$ cat config.mk
export PLATFORM = sky130hd
export DESIGN_NAME = ehbo_device_flat
export DESIGN_NICKNAME = d
export VERILOG_FILES = /design/src/rtl/ehbo_pkg.sv /design/src/rtl/ehbo_if.sv /design/src/rtl/ehbo_logic_unit.sv /design/src/rtl/ehbo_device.sv /design/src/flat_wrapper.sv
export SDC_FILE = /design/constraint.sdc
export NUM_CORES = 2
export LEC_CHECK = 0
export BUFFER_PORTS_ARGS = -buffer_cell sky130_fd_sc_hd__buf_2
export CAP_MARGIN = 40
export CORE_MARGIN = 2
export CORE_UTILIZATION = 50
export CTS_BUF_LIST = sky130_fd_sc_hd__clkbuf_2
export CTS_CLUSTER_SIZE = 25
export DETAILED_ROUTE_END_ITERATION = 6
export GPL_TIMING_DRIVEN = 0
export HOLD_SLACK_MARGIN = 0.15
export PLACE_DENSITY = 0.67
export SYNTH_ARGS = -nofsm -noshare
export SYNTH_HDL_FRONTEND = slang
export SYNTH_SLANG_ARGS = --single-unit
$ cat constraint.sdc
create_clock -name aclk -period 18.7 [get_ports aclk]
set_input_delay 2.805 -clock aclk [delete_from_list [all_inputs] [get_ports aclk]]
set_output_delay 2.805 -clock aclk [all_outputs]
set_load 0.01 [all_outputs]
$ cat src/rtl/ehbo_pkg.sv
package ehbo_pkg;
  localparam logic [7:0] OP_XHD   = 8'h17;
  localparam logic [7:0] OP_DONLY = 8'h20;
  localparam logic [7:0] RSVD     = 8'h00;
  // word positions inside an order, most significant half first
  localparam logic [3:0] W_OP     = 4'h0;
  localparam logic [3:0] W_DA_HI  = 4'h1;
  localparam logic [3:0] W_DA_LO  = 4'h2;
  localparam logic [3:0] W_FW     = 4'h3;
  localparam logic [3:0] W_FH     = 4'h4;
  localparam logic [3:0] W_SA_HI  = 4'h5;
  localparam logic [3:0] W_SA_LO  = 4'h6;
  localparam logic [3:0] W_SW     = 4'h7;
  localparam logic [3:0] W_SCALE  = 4'h8;
  localparam logic [3:0] W_HXR    = 4'h9;
  localparam logic [3:0] W_HYR    = 4'ha;
  localparam logic [3:0] W_HA_HI  = 4'hb;
  localparam logic [3:0] W_HA_LO  = 4'hc;
  localparam logic [3:0] N_XHD    = 4'hd;
  localparam logic [3:0] N_DONLY  = 4'h5;
  localparam logic [3:0] N_OTHER  = 4'h1;
  // one bit per x scale field value; set bit means supported
  localparam logic [15:0] XSCALE_OK = 16'hffff;
  // axi4-lite register map, word indices
  localparam int         IDX_LSB  = 2;
  localparam int         BYTE_W   = 8;
  localparam logic [3:0] R_STAT   = 4'h0;
  localparam logic [3:0] R_CTRL   = 4'h1;
  localparam logic [3:0] R_DA     = 4'h2;
  localparam logic [3:0] R_SIZE   = 4'h3;
  localparam logic [3:0] R_SA     = 4'h4;
  localparam logic [3:0] R_SW     = 4'h5;
  localparam logic [3:0] R_SCALE  = 4'h6;
  localparam logic [3:0] R_HREM   = 4'h7;
  localparam logic [3:0] R_HA     = 4'h8;
  localparam logic [3:0] R_LOGIC  = 4'h9;
  localparam logic [3:0] R_HTDIM  = 4'ha;
  localparam logic [3:0] R_UBW    = 4'hb;
  localparam logic [3:0] R_LAST   = 4'hb;
  localparam logic [1:0] RESP_OK  = 2'h0;
  localparam logic [1:0] RESP_ERR = 2'h2;

  typedef struct packed {
    logic [3:0] clip;
    logic [3:0] scale;
  } ehbo_scale_t;

  typedef struct packed {
    logic [15:0] hi;
    logic [15:0] lo;
  } ehbo_w32_t;

  typedef struct packed {
    logic [15:0] unused;
    logic [7:0]  opcode;
    logic [6:0]  spare;
    logic        start;
  } ehbo_ctrl_t;

  typedef struct packed {
    logic [21:0] unused;
    logic [1:0]  dest;
    logic [7:0]  three;
  } ehbo_logic_t;

  typedef struct packed {
    logic [29:0] unused;
    logic        done;
    logic        busy;
  } ehbo_stat_t;

  typedef enum logic [2:0] {
    D_IDLE  = 3'b000,
    D_PARAM = 3'b001,
    D_START = 3'b010,
    D_RSRC  = 3'b011,
    D_RHT   = 3'b100,
    D_RDST  = 3'b101,
    D_WDST  = 3'b110,
    D_NEXT  = 3'b111
  } ehbo_dstate_t;

  typedef enum logic [1:0] {
    H_IDLE = 2'b00,
    H_SEND = 2'b01,
    H_WAIT = 2'b10
  } ehbo_hstate_t;

  function automatic logic [3:0] ehbo_words(input logic [7:0] op);
    if (op == OP_XHD)
      return N_XHD;
    else if (op == OP_DONLY)
      return N_DONLY;
    else
      return N_OTHER;
  endfunction
endpackage

$ cat src/rtl/ehbo_if.sv
`timescale 1ns/100ps
interface ehbo_if;
  logic        word_valid;
  logic        word_ready;
  logic [15:0] word_data;
  logic [7:0]  three_operand_logic_code;
  logic [1:0]  dest_logic_code;
  logic [15:0] ht_width;
  logic [15:0] ht_height;
  logic [31:0] ub_warp;
  logic        done;
  logic        busy;

  modport host (
    output word_valid,
    input  word_ready,
    output word_data,
    output three_operand_logic_code,
    output dest_logic_code,
    output ht_width,
    output ht_height,
    output ub_warp,
    input  done,
    input  busy
  );

  modport dev (
    input  word_valid,
    output word_ready,
    input  word_data,
    input  three_operand_logic_code,
    input  dest_logic_code,
    input  ht_width,
    input  ht_height,
    input  ub_warp,
    output done,
    output busy
  );
endinterface

$ cat src/rtl/ehbo_logic_unit.sv
`timescale 1ns/100ps
module ehbo_logic_unit (
  input  wire logic       is_xhd,
  input  wire logic [7:0] three_code,
  input  wire logic [1:0] dest_code,
  input  wire logic       src,
  input  wire logic       ht,
  input  wire logic       dst,
  output wire logic       result
);
  // codes are truth tables indexed by the operand bits
  assign result = is_xhd ? three_code[{src, ht, dst}]
                         : dest_code[dst];
endmodule

$ cat src/rtl/ehbo_device.sv
// Local design decisions: the AXI4-Lite register port and the placing of the registers.
`timescale 1ns/100ps
// What this block does
// - expanded halftone order: 0x17, zero, parameters
// - scale source up before combining
// - combine source, halftone, destination by three-operand code
// - halftone wraps at right and bottom edges
// - issuer defines halftone size beforehand
// - destination packed, warp equals frame width
// - only frame width by height processed
// - source lines step by order's source warp
// - earlier source warp setting ignored here
// - x scale low nibble, repeats 1 to 16
// - unsupported x scale means no x scaling
// - x clip high nibble skips left bits
// - y scale low nibble, lines repeat 1-16
// - y clip high nibble skips top lines
// - remainders count to halftone right, bottom
// - full size starts top left, one bottom right
// - halftone address matches frame corner, remainders
// - destination-only order: 0x20, zero, parameters
// - rewrite each destination pixel by dest code
// - destination lines step by unbanded warp
// - unbanded warp allows packed or unpacked
module ehbo_device (
  input  wire logic        aclk,
  input  wire logic        aresetn,
  ehbo_if.dev              bus,
  output logic             mem_req,
  output logic             mem_we,
  output logic [31:0]      mem_addr,
  output logic             mem_wdata,
  input  wire logic        mem_rdata,
  input  wire logic        mem_ack
);
  ehbo_pkg::ehbo_dstate_t state;
  ehbo_pkg::ehbo_scale_t  xsc;
  ehbo_pkg::ehbo_scale_t  ysc;
  logic [7:0]  op;
  logic [3:0]  widx;
  logic [3:0]  nwords;
  logic [31:0] da;
  logic [31:0] sa;
  logic [31:0] ha;
  logic [15:0] fw;
  logic [15:0] fh;
  logic [15:0] sw;
  logic [15:0] ht_x_remain;
  logic [15:0] ht_y_remain;
  logic [31:0] d_line;
  logic [31:0] d_addr;
  logic [31:0] s_line;
  logic [31:0] s_addr;
  logic [31:0] h_line;
  logic [31:0] h_addr;
  logic [15:0] hx;
  logic [15:0] hy;
  logic [3:0]  xr;
  logic [3:0]  yr;
  logic [15:0] col;
  logic [15:0] row;
  logic        s_bit;
  logic        h_bit;
  logic        d_bit;
  logic        result;
  logic        take;
  logic        is_xhd;
  logic [3:0]  xs_eff;
  logic [3:0]  xc_eff;
  logic [31:0] dwarp;
  logic [31:0] ht_w32;
  logic [31:0] ht_span;

  assign take   = bus.word_valid && bus.word_ready;
  assign is_xhd = (op == ehbo_pkg::OP_XHD);
  assign nwords = (widx == ehbo_pkg::W_OP)
                  ? ehbo_pkg::ehbo_words(bus.word_data[15:8])
                  : ehbo_pkg::ehbo_words(op);
  // unsupported factor falls back to 1:1 and drops the clip with it
  assign xs_eff = ehbo_pkg::XSCALE_OK[xsc.scale] ? xsc.scale : 4'h0;
  assign xc_eff = ehbo_pkg::XSCALE_OK[xsc.scale] ? xsc.clip : 4'h0;
  assign dwarp  = is_xhd ? {16'h0, fw} : bus.ub_warp;
  assign ht_w32 = {16'h0, bus.ht_width};
  // offset from bottom halftone row back to top row, packed halftone
  assign ht_span = 32'(({16'h0, bus.ht_height} - 32'h1) * ht_w32);

  ehbo_logic_unit u_logic (
    .is_xhd     (is_xhd),
    .three_code (bus.three_operand_logic_code),
    .dest_code  (bus.dest_logic_code),
    .src        (s_bit),
    .ht         (h_bit),
    .dst        (d_bit),
    .result     (result)
  );

  // parameter capture, word by word, high half of long words first
  always_ff @(posedge aclk)
  begin
    if (!aresetn)
    begin
      widx <= ehbo_pkg::W_OP;
      op   <= ehbo_pkg::RSVD;
      da   <= 32'h0;
      sa   <= 32'h0;
      ha   <= 32'h0;
      fw   <= 16'h0;
      fh   <= 16'h0;
      sw   <= 16'h0;
      ht_x_remain  <= 16'h0;
      ht_y_remain  <= 16'h0;
      xsc  <= '0;
      ysc  <= '0;
    end
    else if (take)
    begin
      widx <= (widx == 4'(nwords - 4'h1)) ? ehbo_pkg::W_OP : 4'(widx + 4'h1);
      case (widx)
        ehbo_pkg::W_OP:    op <= bus.word_data[15:8];
        ehbo_pkg::W_DA_HI: da[31:16] <= bus.word_data;
        ehbo_pkg::W_DA_LO: da[15:0] <= bus.word_data;
        ehbo_pkg::W_FW:    fw <= bus.word_data;
        ehbo_pkg::W_FH:    fh <= bus.word_data;
        ehbo_pkg::W_SA_HI: sa[31:16] <= bus.word_data;
        ehbo_pkg::W_SA_LO: sa[15:0] <= bus.word_data;
        ehbo_pkg::W_SW:    sw <= bus.word_data;
        ehbo_pkg::W_SCALE:
        begin
          xsc <= bus.word_data[15:8];
          ysc <= bus.word_data[7:0];
        end
        ehbo_pkg::W_HXR:   ht_x_remain <= bus.word_data;
        ehbo_pkg::W_HYR:   ht_y_remain <= bus.word_data;
        ehbo_pkg::W_HA_HI: ha[31:16] <= bus.word_data;
        ehbo_pkg::W_HA_LO: ha[15:0] <= bus.word_data;
        default:           op <= op;
      endcase
    end
  end

  // pixel walker: one read-modify-write per destination bit
  always_ff @(posedge aclk)
  begin
    if (!aresetn)
    begin
      state          <= ehbo_pkg::D_IDLE;
      bus.word_ready <= 1'b0;
      bus.done       <= 1'b0;
      bus.busy       <= 1'b0;
      mem_req        <= 1'b0;
      mem_we         <= 1'b0;
      mem_addr       <= 32'h0;
      mem_wdata      <= 1'b0;
      {d_line, d_addr, s_line, s_addr, h_line, h_addr} <= '0;
      {hx, hy, col, row} <= '0;
      {xr, yr} <= '0;
      {s_bit, h_bit, d_bit} <= 3'h0;
    end
    else
    begin
      bus.done <= 1'b0;
      case (state)
        ehbo_pkg::D_IDLE:
        begin
          bus.word_ready <= 1'b1;
          if (take && nwords != ehbo_pkg::N_OTHER)
          begin
            state    <= ehbo_pkg::D_PARAM;
            bus.busy <= 1'b1;
          end
          else if (take)
            bus.done <= 1'b1;
        end
        ehbo_pkg::D_PARAM:
          if (take && widx == 4'(nwords - 4'h1))
          begin
            bus.word_ready <= 1'b0;
            state          <= ehbo_pkg::D_START;
          end
        ehbo_pkg::D_START:
        begin
          d_line <= da;
          d_addr <= da;
          s_line <= sa;
          s_addr <= sa;
          h_line <= ha;
          h_addr <= ha;
          hx     <= ht_x_remain;
          hy     <= ht_y_remain;
          xr     <= xc_eff;
          yr     <= ysc.clip;
          col    <= 16'h0;
          row    <= 16'h0;
          if (fw == 16'h0 || fh == 16'h0)
          begin
            state    <= ehbo_pkg::D_IDLE;
            bus.busy <= 1'b0;
            bus.done <= 1'b1;
          end
          else
            state <= is_xhd ? ehbo_pkg::D_RSRC : ehbo_pkg::D_RDST;
        end
        ehbo_pkg::D_RSRC, ehbo_pkg::D_RHT, ehbo_pkg::D_RDST:
          if (mem_req && mem_ack)
          begin
            mem_req <= 1'b0;
            if (state == ehbo_pkg::D_RSRC)
            begin
              s_bit <= mem_rdata;
              state <= ehbo_pkg::D_RHT;
            end
            else if (state == ehbo_pkg::D_RHT)
            begin
              h_bit <= mem_rdata;
              state <= ehbo_pkg::D_RDST;
            end
            else
            begin
              d_bit <= mem_rdata;
              state <= ehbo_pkg::D_WDST;
            end
          end
          else
          begin
            mem_req  <= 1'b1;
            mem_we   <= 1'b0;
            mem_addr <= (state == ehbo_pkg::D_RSRC) ? s_addr :
                        (state == ehbo_pkg::D_RHT) ? h_addr : d_addr;
          end
        ehbo_pkg::D_WDST:
          if (mem_req && mem_ack)
          begin
            mem_req <= 1'b0;
            mem_we  <= 1'b0;
            state   <= ehbo_pkg::D_NEXT;
          end
          else
          begin
            mem_req   <= 1'b1;
            mem_we    <= 1'b1;
            mem_addr  <= d_addr;
            mem_wdata <= result;
          end
        ehbo_pkg::D_NEXT:
          if (col == 16'(fw - 16'h1))
          begin
            col <= 16'h0;
            if (row == 16'(fh - 16'h1))
            begin
              // write already acked, so memory is current at done
              state    <= ehbo_pkg::D_IDLE;
              bus.busy <= 1'b0;
              bus.done <= 1'b1;
            end
            else
            begin
              row    <= 16'(row + 16'h1);
              state  <= is_xhd ? ehbo_pkg::D_RSRC : ehbo_pkg::D_RDST;
              d_line <= d_line + dwarp;
              d_addr <= d_line + dwarp;
              xr     <= xc_eff;
              hx     <= ht_x_remain;
              if (yr == ysc.scale)
              begin
                yr     <= 4'h0;
                s_line <= s_line + {16'h0, sw};
                s_addr <= s_line + {16'h0, sw};
              end
              else
              begin
                yr     <= 4'(yr + 4'h1);
                s_addr <= s_line;
              end
              if (hy == 16'h1)
              begin
                hy     <= bus.ht_height;
                h_line <= h_line - ht_span;
                h_addr <= h_line - ht_span;
              end
              else
              begin
                hy     <= 16'(hy - 16'h1);
                h_line <= h_line + ht_w32;
                h_addr <= h_line + ht_w32;
              end
            end
          end
          else
          begin
            col    <= 16'(col + 16'h1);
            state  <= is_xhd ? ehbo_pkg::D_RSRC : ehbo_pkg::D_RDST;
            d_addr <= d_addr + 32'h1;
            if (xr == xs_eff)
            begin
              xr     <= 4'h0;
              s_addr <= s_addr + 32'h1;
            end
            else
              xr <= 4'(xr + 4'h1);
            if (hx == 16'h1)
            begin
              hx     <= bus.ht_width;
              h_addr <= h_addr - (ht_w32 - 32'h1);
            end
            else
            begin
              hx     <= 16'(hx - 16'h1);
              h_addr <= h_addr + 32'h1;
            end
          end
        default:
          state <= ehbo_pkg::D_IDLE;
      endcase
    end
  end
endmodule

$ cat src/flat_wrapper.sv
// flat-port wrapper written by rule: the top's interface ports become plain ports
module ehbo_device_flat 
  (aclk, aresetn, mem_req, mem_we, mem_addr, mem_wdata, mem_rdata, mem_ack, bus_word_valid, bus_word_ready, bus_word_data, bus_three_operand_logic_code, bus_dest_logic_code, bus_ht_width, bus_ht_height, bus_ub_warp, bus_done, bus_busy);
  ehbo_if bus_i ();
  input  wire logic aclk;
  input  wire logic aresetn;
  output logic mem_req;
  output logic mem_we;
  output logic [31:0] mem_addr;
  output logic mem_wdata;
  input  wire logic mem_rdata;
  input  wire logic mem_ack;
  input wire logic [$bits(bus_i.word_valid)-1:0] bus_word_valid;
  output wire logic [$bits(bus_i.word_ready)-1:0] bus_word_ready;
  input wire logic [$bits(bus_i.word_data)-1:0] bus_word_data;
  input wire logic [$bits(bus_i.three_operand_logic_code)-1:0] bus_three_operand_logic_code;
  input wire logic [$bits(bus_i.dest_logic_code)-1:0] bus_dest_logic_code;
  input wire logic [$bits(bus_i.ht_width)-1:0] bus_ht_width;
  input wire logic [$bits(bus_i.ht_height)-1:0] bus_ht_height;
  input wire logic [$bits(bus_i.ub_warp)-1:0] bus_ub_warp;
  output wire logic [$bits(bus_i.done)-1:0] bus_done;
  output wire logic [$bits(bus_i.busy)-1:0] bus_busy;
  assign bus_i.word_valid = bus_word_valid;
  assign bus_word_ready = bus_i.word_ready;
  assign bus_i.word_data = bus_word_data;
  assign bus_i.three_operand_logic_code = bus_three_operand_logic_code;
  assign bus_i.dest_logic_code = bus_dest_logic_code;
  assign bus_i.ht_width = bus_ht_width;
  assign bus_i.ht_height = bus_ht_height;
  assign bus_i.ub_warp = bus_ub_warp;
  assign bus_done = bus_i.done;
  assign bus_busy = bus_i.busy;
  ehbo_device u_core (.aclk(aclk), .aresetn(aresetn), .bus(bus_i), .mem_req(mem_req), .mem_we(mem_we), .mem_addr(mem_addr), .mem_wdata(mem_wdata), .mem_rdata(mem_rdata), .mem_ack(mem_ack));
endmodule
==> flow_metrics.tcl <==
set metrics [dict create \
    fin_skew_ns 0.09856 \
    drtPass1Iterations 6 \
    met1_usage 0.5718 \
    worst_pin_slew_ns 1.037 \
    ctsResizeCount 0 \
    place_hpwl_um 159100 \
    timing.fmax_ghz 0.08885 \
    routed_wl_um 201900 \
    ys_seq_area_frac 0.2432 \
    routedWlPerCell_um 28.69 \
    initial_core_util 0.5043 \
    maxCapViolCount 0 \
    grt_pass1_vias 41910 \
    final_common_cell "nand2_1" \
    cts_root_buf "clkbuf_2" \
    netlist_instances 5444 \
    rr_endpoint "u_core.h_addr[30]" \
    worstSkewPairLatency_ns 1.49 \
    initialDrtViolationCount 5435 \
    path_buf_inv 8 \
    setup_viol 0 \
    hold_buffers 0 \
    required_ns 20.03 \
    met2_usage 0.6852 \
    syn_to_final_growth_pct 11.49 \
    placementRows 106 \
    crit_top_cell "fa_1" \
    hold_viol_final 0 \
    clk_pin_slew_ns 0.10 \
    grt_pass1_wl_um 287900 \
    whs_path_depth 2 \
    antenna_found_initial 22 \
    synth-seq-cells 512 \
    die_x_um 294.3 \
    critical_path_class "primary input to register" \
    stdcell_area_um2 46980 \
    synth_edf_count 0 \
    vias_per_cell 6.286 \
    r2r-start "u_core.h_line[4]" \
    slew_headroom 0.3085 \
    cts_tree "built" \
    min-delay-start "u_core.op[7]" \
    die_y_um 294.3 \
    use_met3 0.1204 \
    status "finished clean" \
    fin_nets 6424 \
    overflow 0 \
    top_usage_layer "met2" \
    critPathMaxStageDelay_ns 0.72 \
    grt_setup_unrepaired "false" \
    place_area_um2 45570 \
    grt_max_degree 17 \
    r2r_slack_ns 12.38 \
    yosysUniqueCellTypes 87 \
    post_cts_buffers 0 \
    syn_area_um2 42140 \
    syn-num-nets 6029 \
    leakage_nw 19.39 \
    synth_area_per_cell_um2 7.740 \
    place_congestion 1.076 \
    final_antenna_net_count 0 \
    h-tree-depth 4 \
    ys_async_sr_fraction 0 \
    ios 133 \
    critical_path.top_delay_family "adder cells" \
    dieArea_um2 86620 \
    core_area_um2 83560 \
    route.detailed.drc 0 \
    max-clock-path-buffers 3 \
    vias 44250 \
    hold_end "u_core.op[7]" \
    mostFrequentLayoutCells "nand2_1 (887), dfxtp_1 (512), a21oi_1 (505)" \
    hold_class "register to register" \
    cts_num_sinks 512 \
    cp_slowest_cell "fa_1" \
    start_kind "primary input" \
    reg2reg_depth 20 \
    final_max_slew_viol_count 0 \
    drive_above_1_share 0.09697 \
    grt_usage 0.4636 \
    fin_crit_sh 0.6019 \
    post-route-min-period_ns 11.26 \
    ys.flop_type "dfxtp_1" \
    peakVddDrop_v 0.0001917 \
    fin_setup_tns_ns 0 \
    numCtsBuffers 146 \
    ys_warn_count 0 \
    end_kind "register" \
    critical_path_arrival_ns 12.59 \
    power_density_nw_per_um2 119.3 \
    worstPathMaxFanout 10 \
    numPortBuffers 131 \
]
-- cells in the mapped netlist, types with 46 or more instances --
| master | n | area share |
|---|---|---|
| a211oi_1 | 115 | 0.020 |
| a21o_1 | 54 | 0.0096 |
| a21oi_1 | 505 | 0.060 |
| a31oi_1 | 57 | 0.0085 |
| and2_1 | 130 | 0.019 |
| and3_1 | 48 | 0.0071 |
| clkbuf_1 | 293 | 0.026 |
| dfxtp_1 | 512 | 0.24 |
| fa_1 | 306 | 0.15 |
| ha_1 | 184 | 0.055 |
| inv_1 | 391 | 0.035 |
| nand2_1 | 887 | 0.079 |
| nand3_1 | 124 | 0.015 |
| nor2_1 | 431 | 0.038 |
| nor2b_1 | 52 | 0.0077 |
| nor3_1 | 124 | 0.015 |
| o211ai_1 | 52 | 0.0093 |
| o21ai_0 | 236 | 0.028 |
| o22ai_1 | 46 | 0.0068 |
| xnor2_1 | 166 | 0.035 |
| xor2_1 | 145 | 0.030 |
-- final cells by class --
cell class	count	area, um2
Timing Repair Buffer	247	2086
Antenna cell	19	47.55
Clock inverter	45	302.8
Inverter	392	1471
Multi-Input combinational cell	4190	29070
Sequential cell	512	10250
Fill cell	8326	36570
Buffer	350	1381
Clock buffer	204	1021
Tap cell	1080	1351
-- how the worst max path moves through the flow --
stage,startpoint,endpoint,slack (ns),cells after the start
after floorplan,bus_ht_height[0],u_core.h_addr[30],8.46,29
after global placement,bus_ht_height[0],u_core.h_addr[30],5.75,30
after detailed placement,bus_ht_height[0],u_core.h_addr[30],6.05,31
after CTS,bus_ht_height[0],u_core.h_addr[30],7.45,31
after global routing,bus_ht_height[0],u_core.h_addr[30],6.88,31
final,bus_ht_height[0],u_core.h_addr[30],7.44,31
-- report_power, final --
group / switching [W] / total [W] / internal (W)
clock network: 0.000549 / 0.000899 / 0.000350
logic: 0.00218 / 0.00361 / 0.00143
registers: 0.00000230 / 0.00109 / 0.00109
-- logic make-up after synthesis --
logic type | after synthesis | synth area share
buf+inv | 742 | 0.06737
simple gates | 2027 | 0.2191
mux | 50 | 0.01303
flops | 512 | 0.2432
compound gates | 1312 | 0.1926
fa+ha+maj | 490 | 0.2000
xor+xnor | 311 | 0.06464
-- sequential cells by signal, summed over array words and instances, names as in the netlist, 32 cells and up --
name             count
u_core.da           32
u_core.h_addr       32
u_core.s_addr       32
u_core.d_addr       32
u_core.d_line       32
u_core.h_line       32
u_core.s_line       32
u_core.mem_addr     32
u_core.sa           32
u_core.ha           32
-- worst min-delay path, delay by kind of cell (launching register included) --
family	cells	cell delay, ns
AND/OR/NAND/NOR	1	0.05
flip-flops	1	0.32
AO/OA/AOI/OAI	1	0.05
-- metrics by stage --
stage,hold WS (ns),std cells,setup WS [ns],util,power [W]
after global placement,0.4401,6655,5.746,0.5283,0.004570
after CTS,0.4470,7017,7.452,0.5612,0.005532
final,0.4597,7039,7.445,0.5623,0.005606
after detailed placement,0.4462,6768,6.055,0.5454,0.004617
after global routing,0.4729,7026,6.880,0.5619,0.006081
after floorplan,0.4310,5444,8.458,-,0.003783
-- metal layers --
metal / part of all wire / wire length [um] / vias up
met5: 0.00074 / 149 / -
met3: 0.12 / 23840 / 831
met2: 0.42 / 84660 / 2937
met1: 0.37 / 73930 / 21070
li1: - / - / 19400
met4: 0.096 / 19370 / 18
No activity file was read; power rests on OpenSTA's default activity.
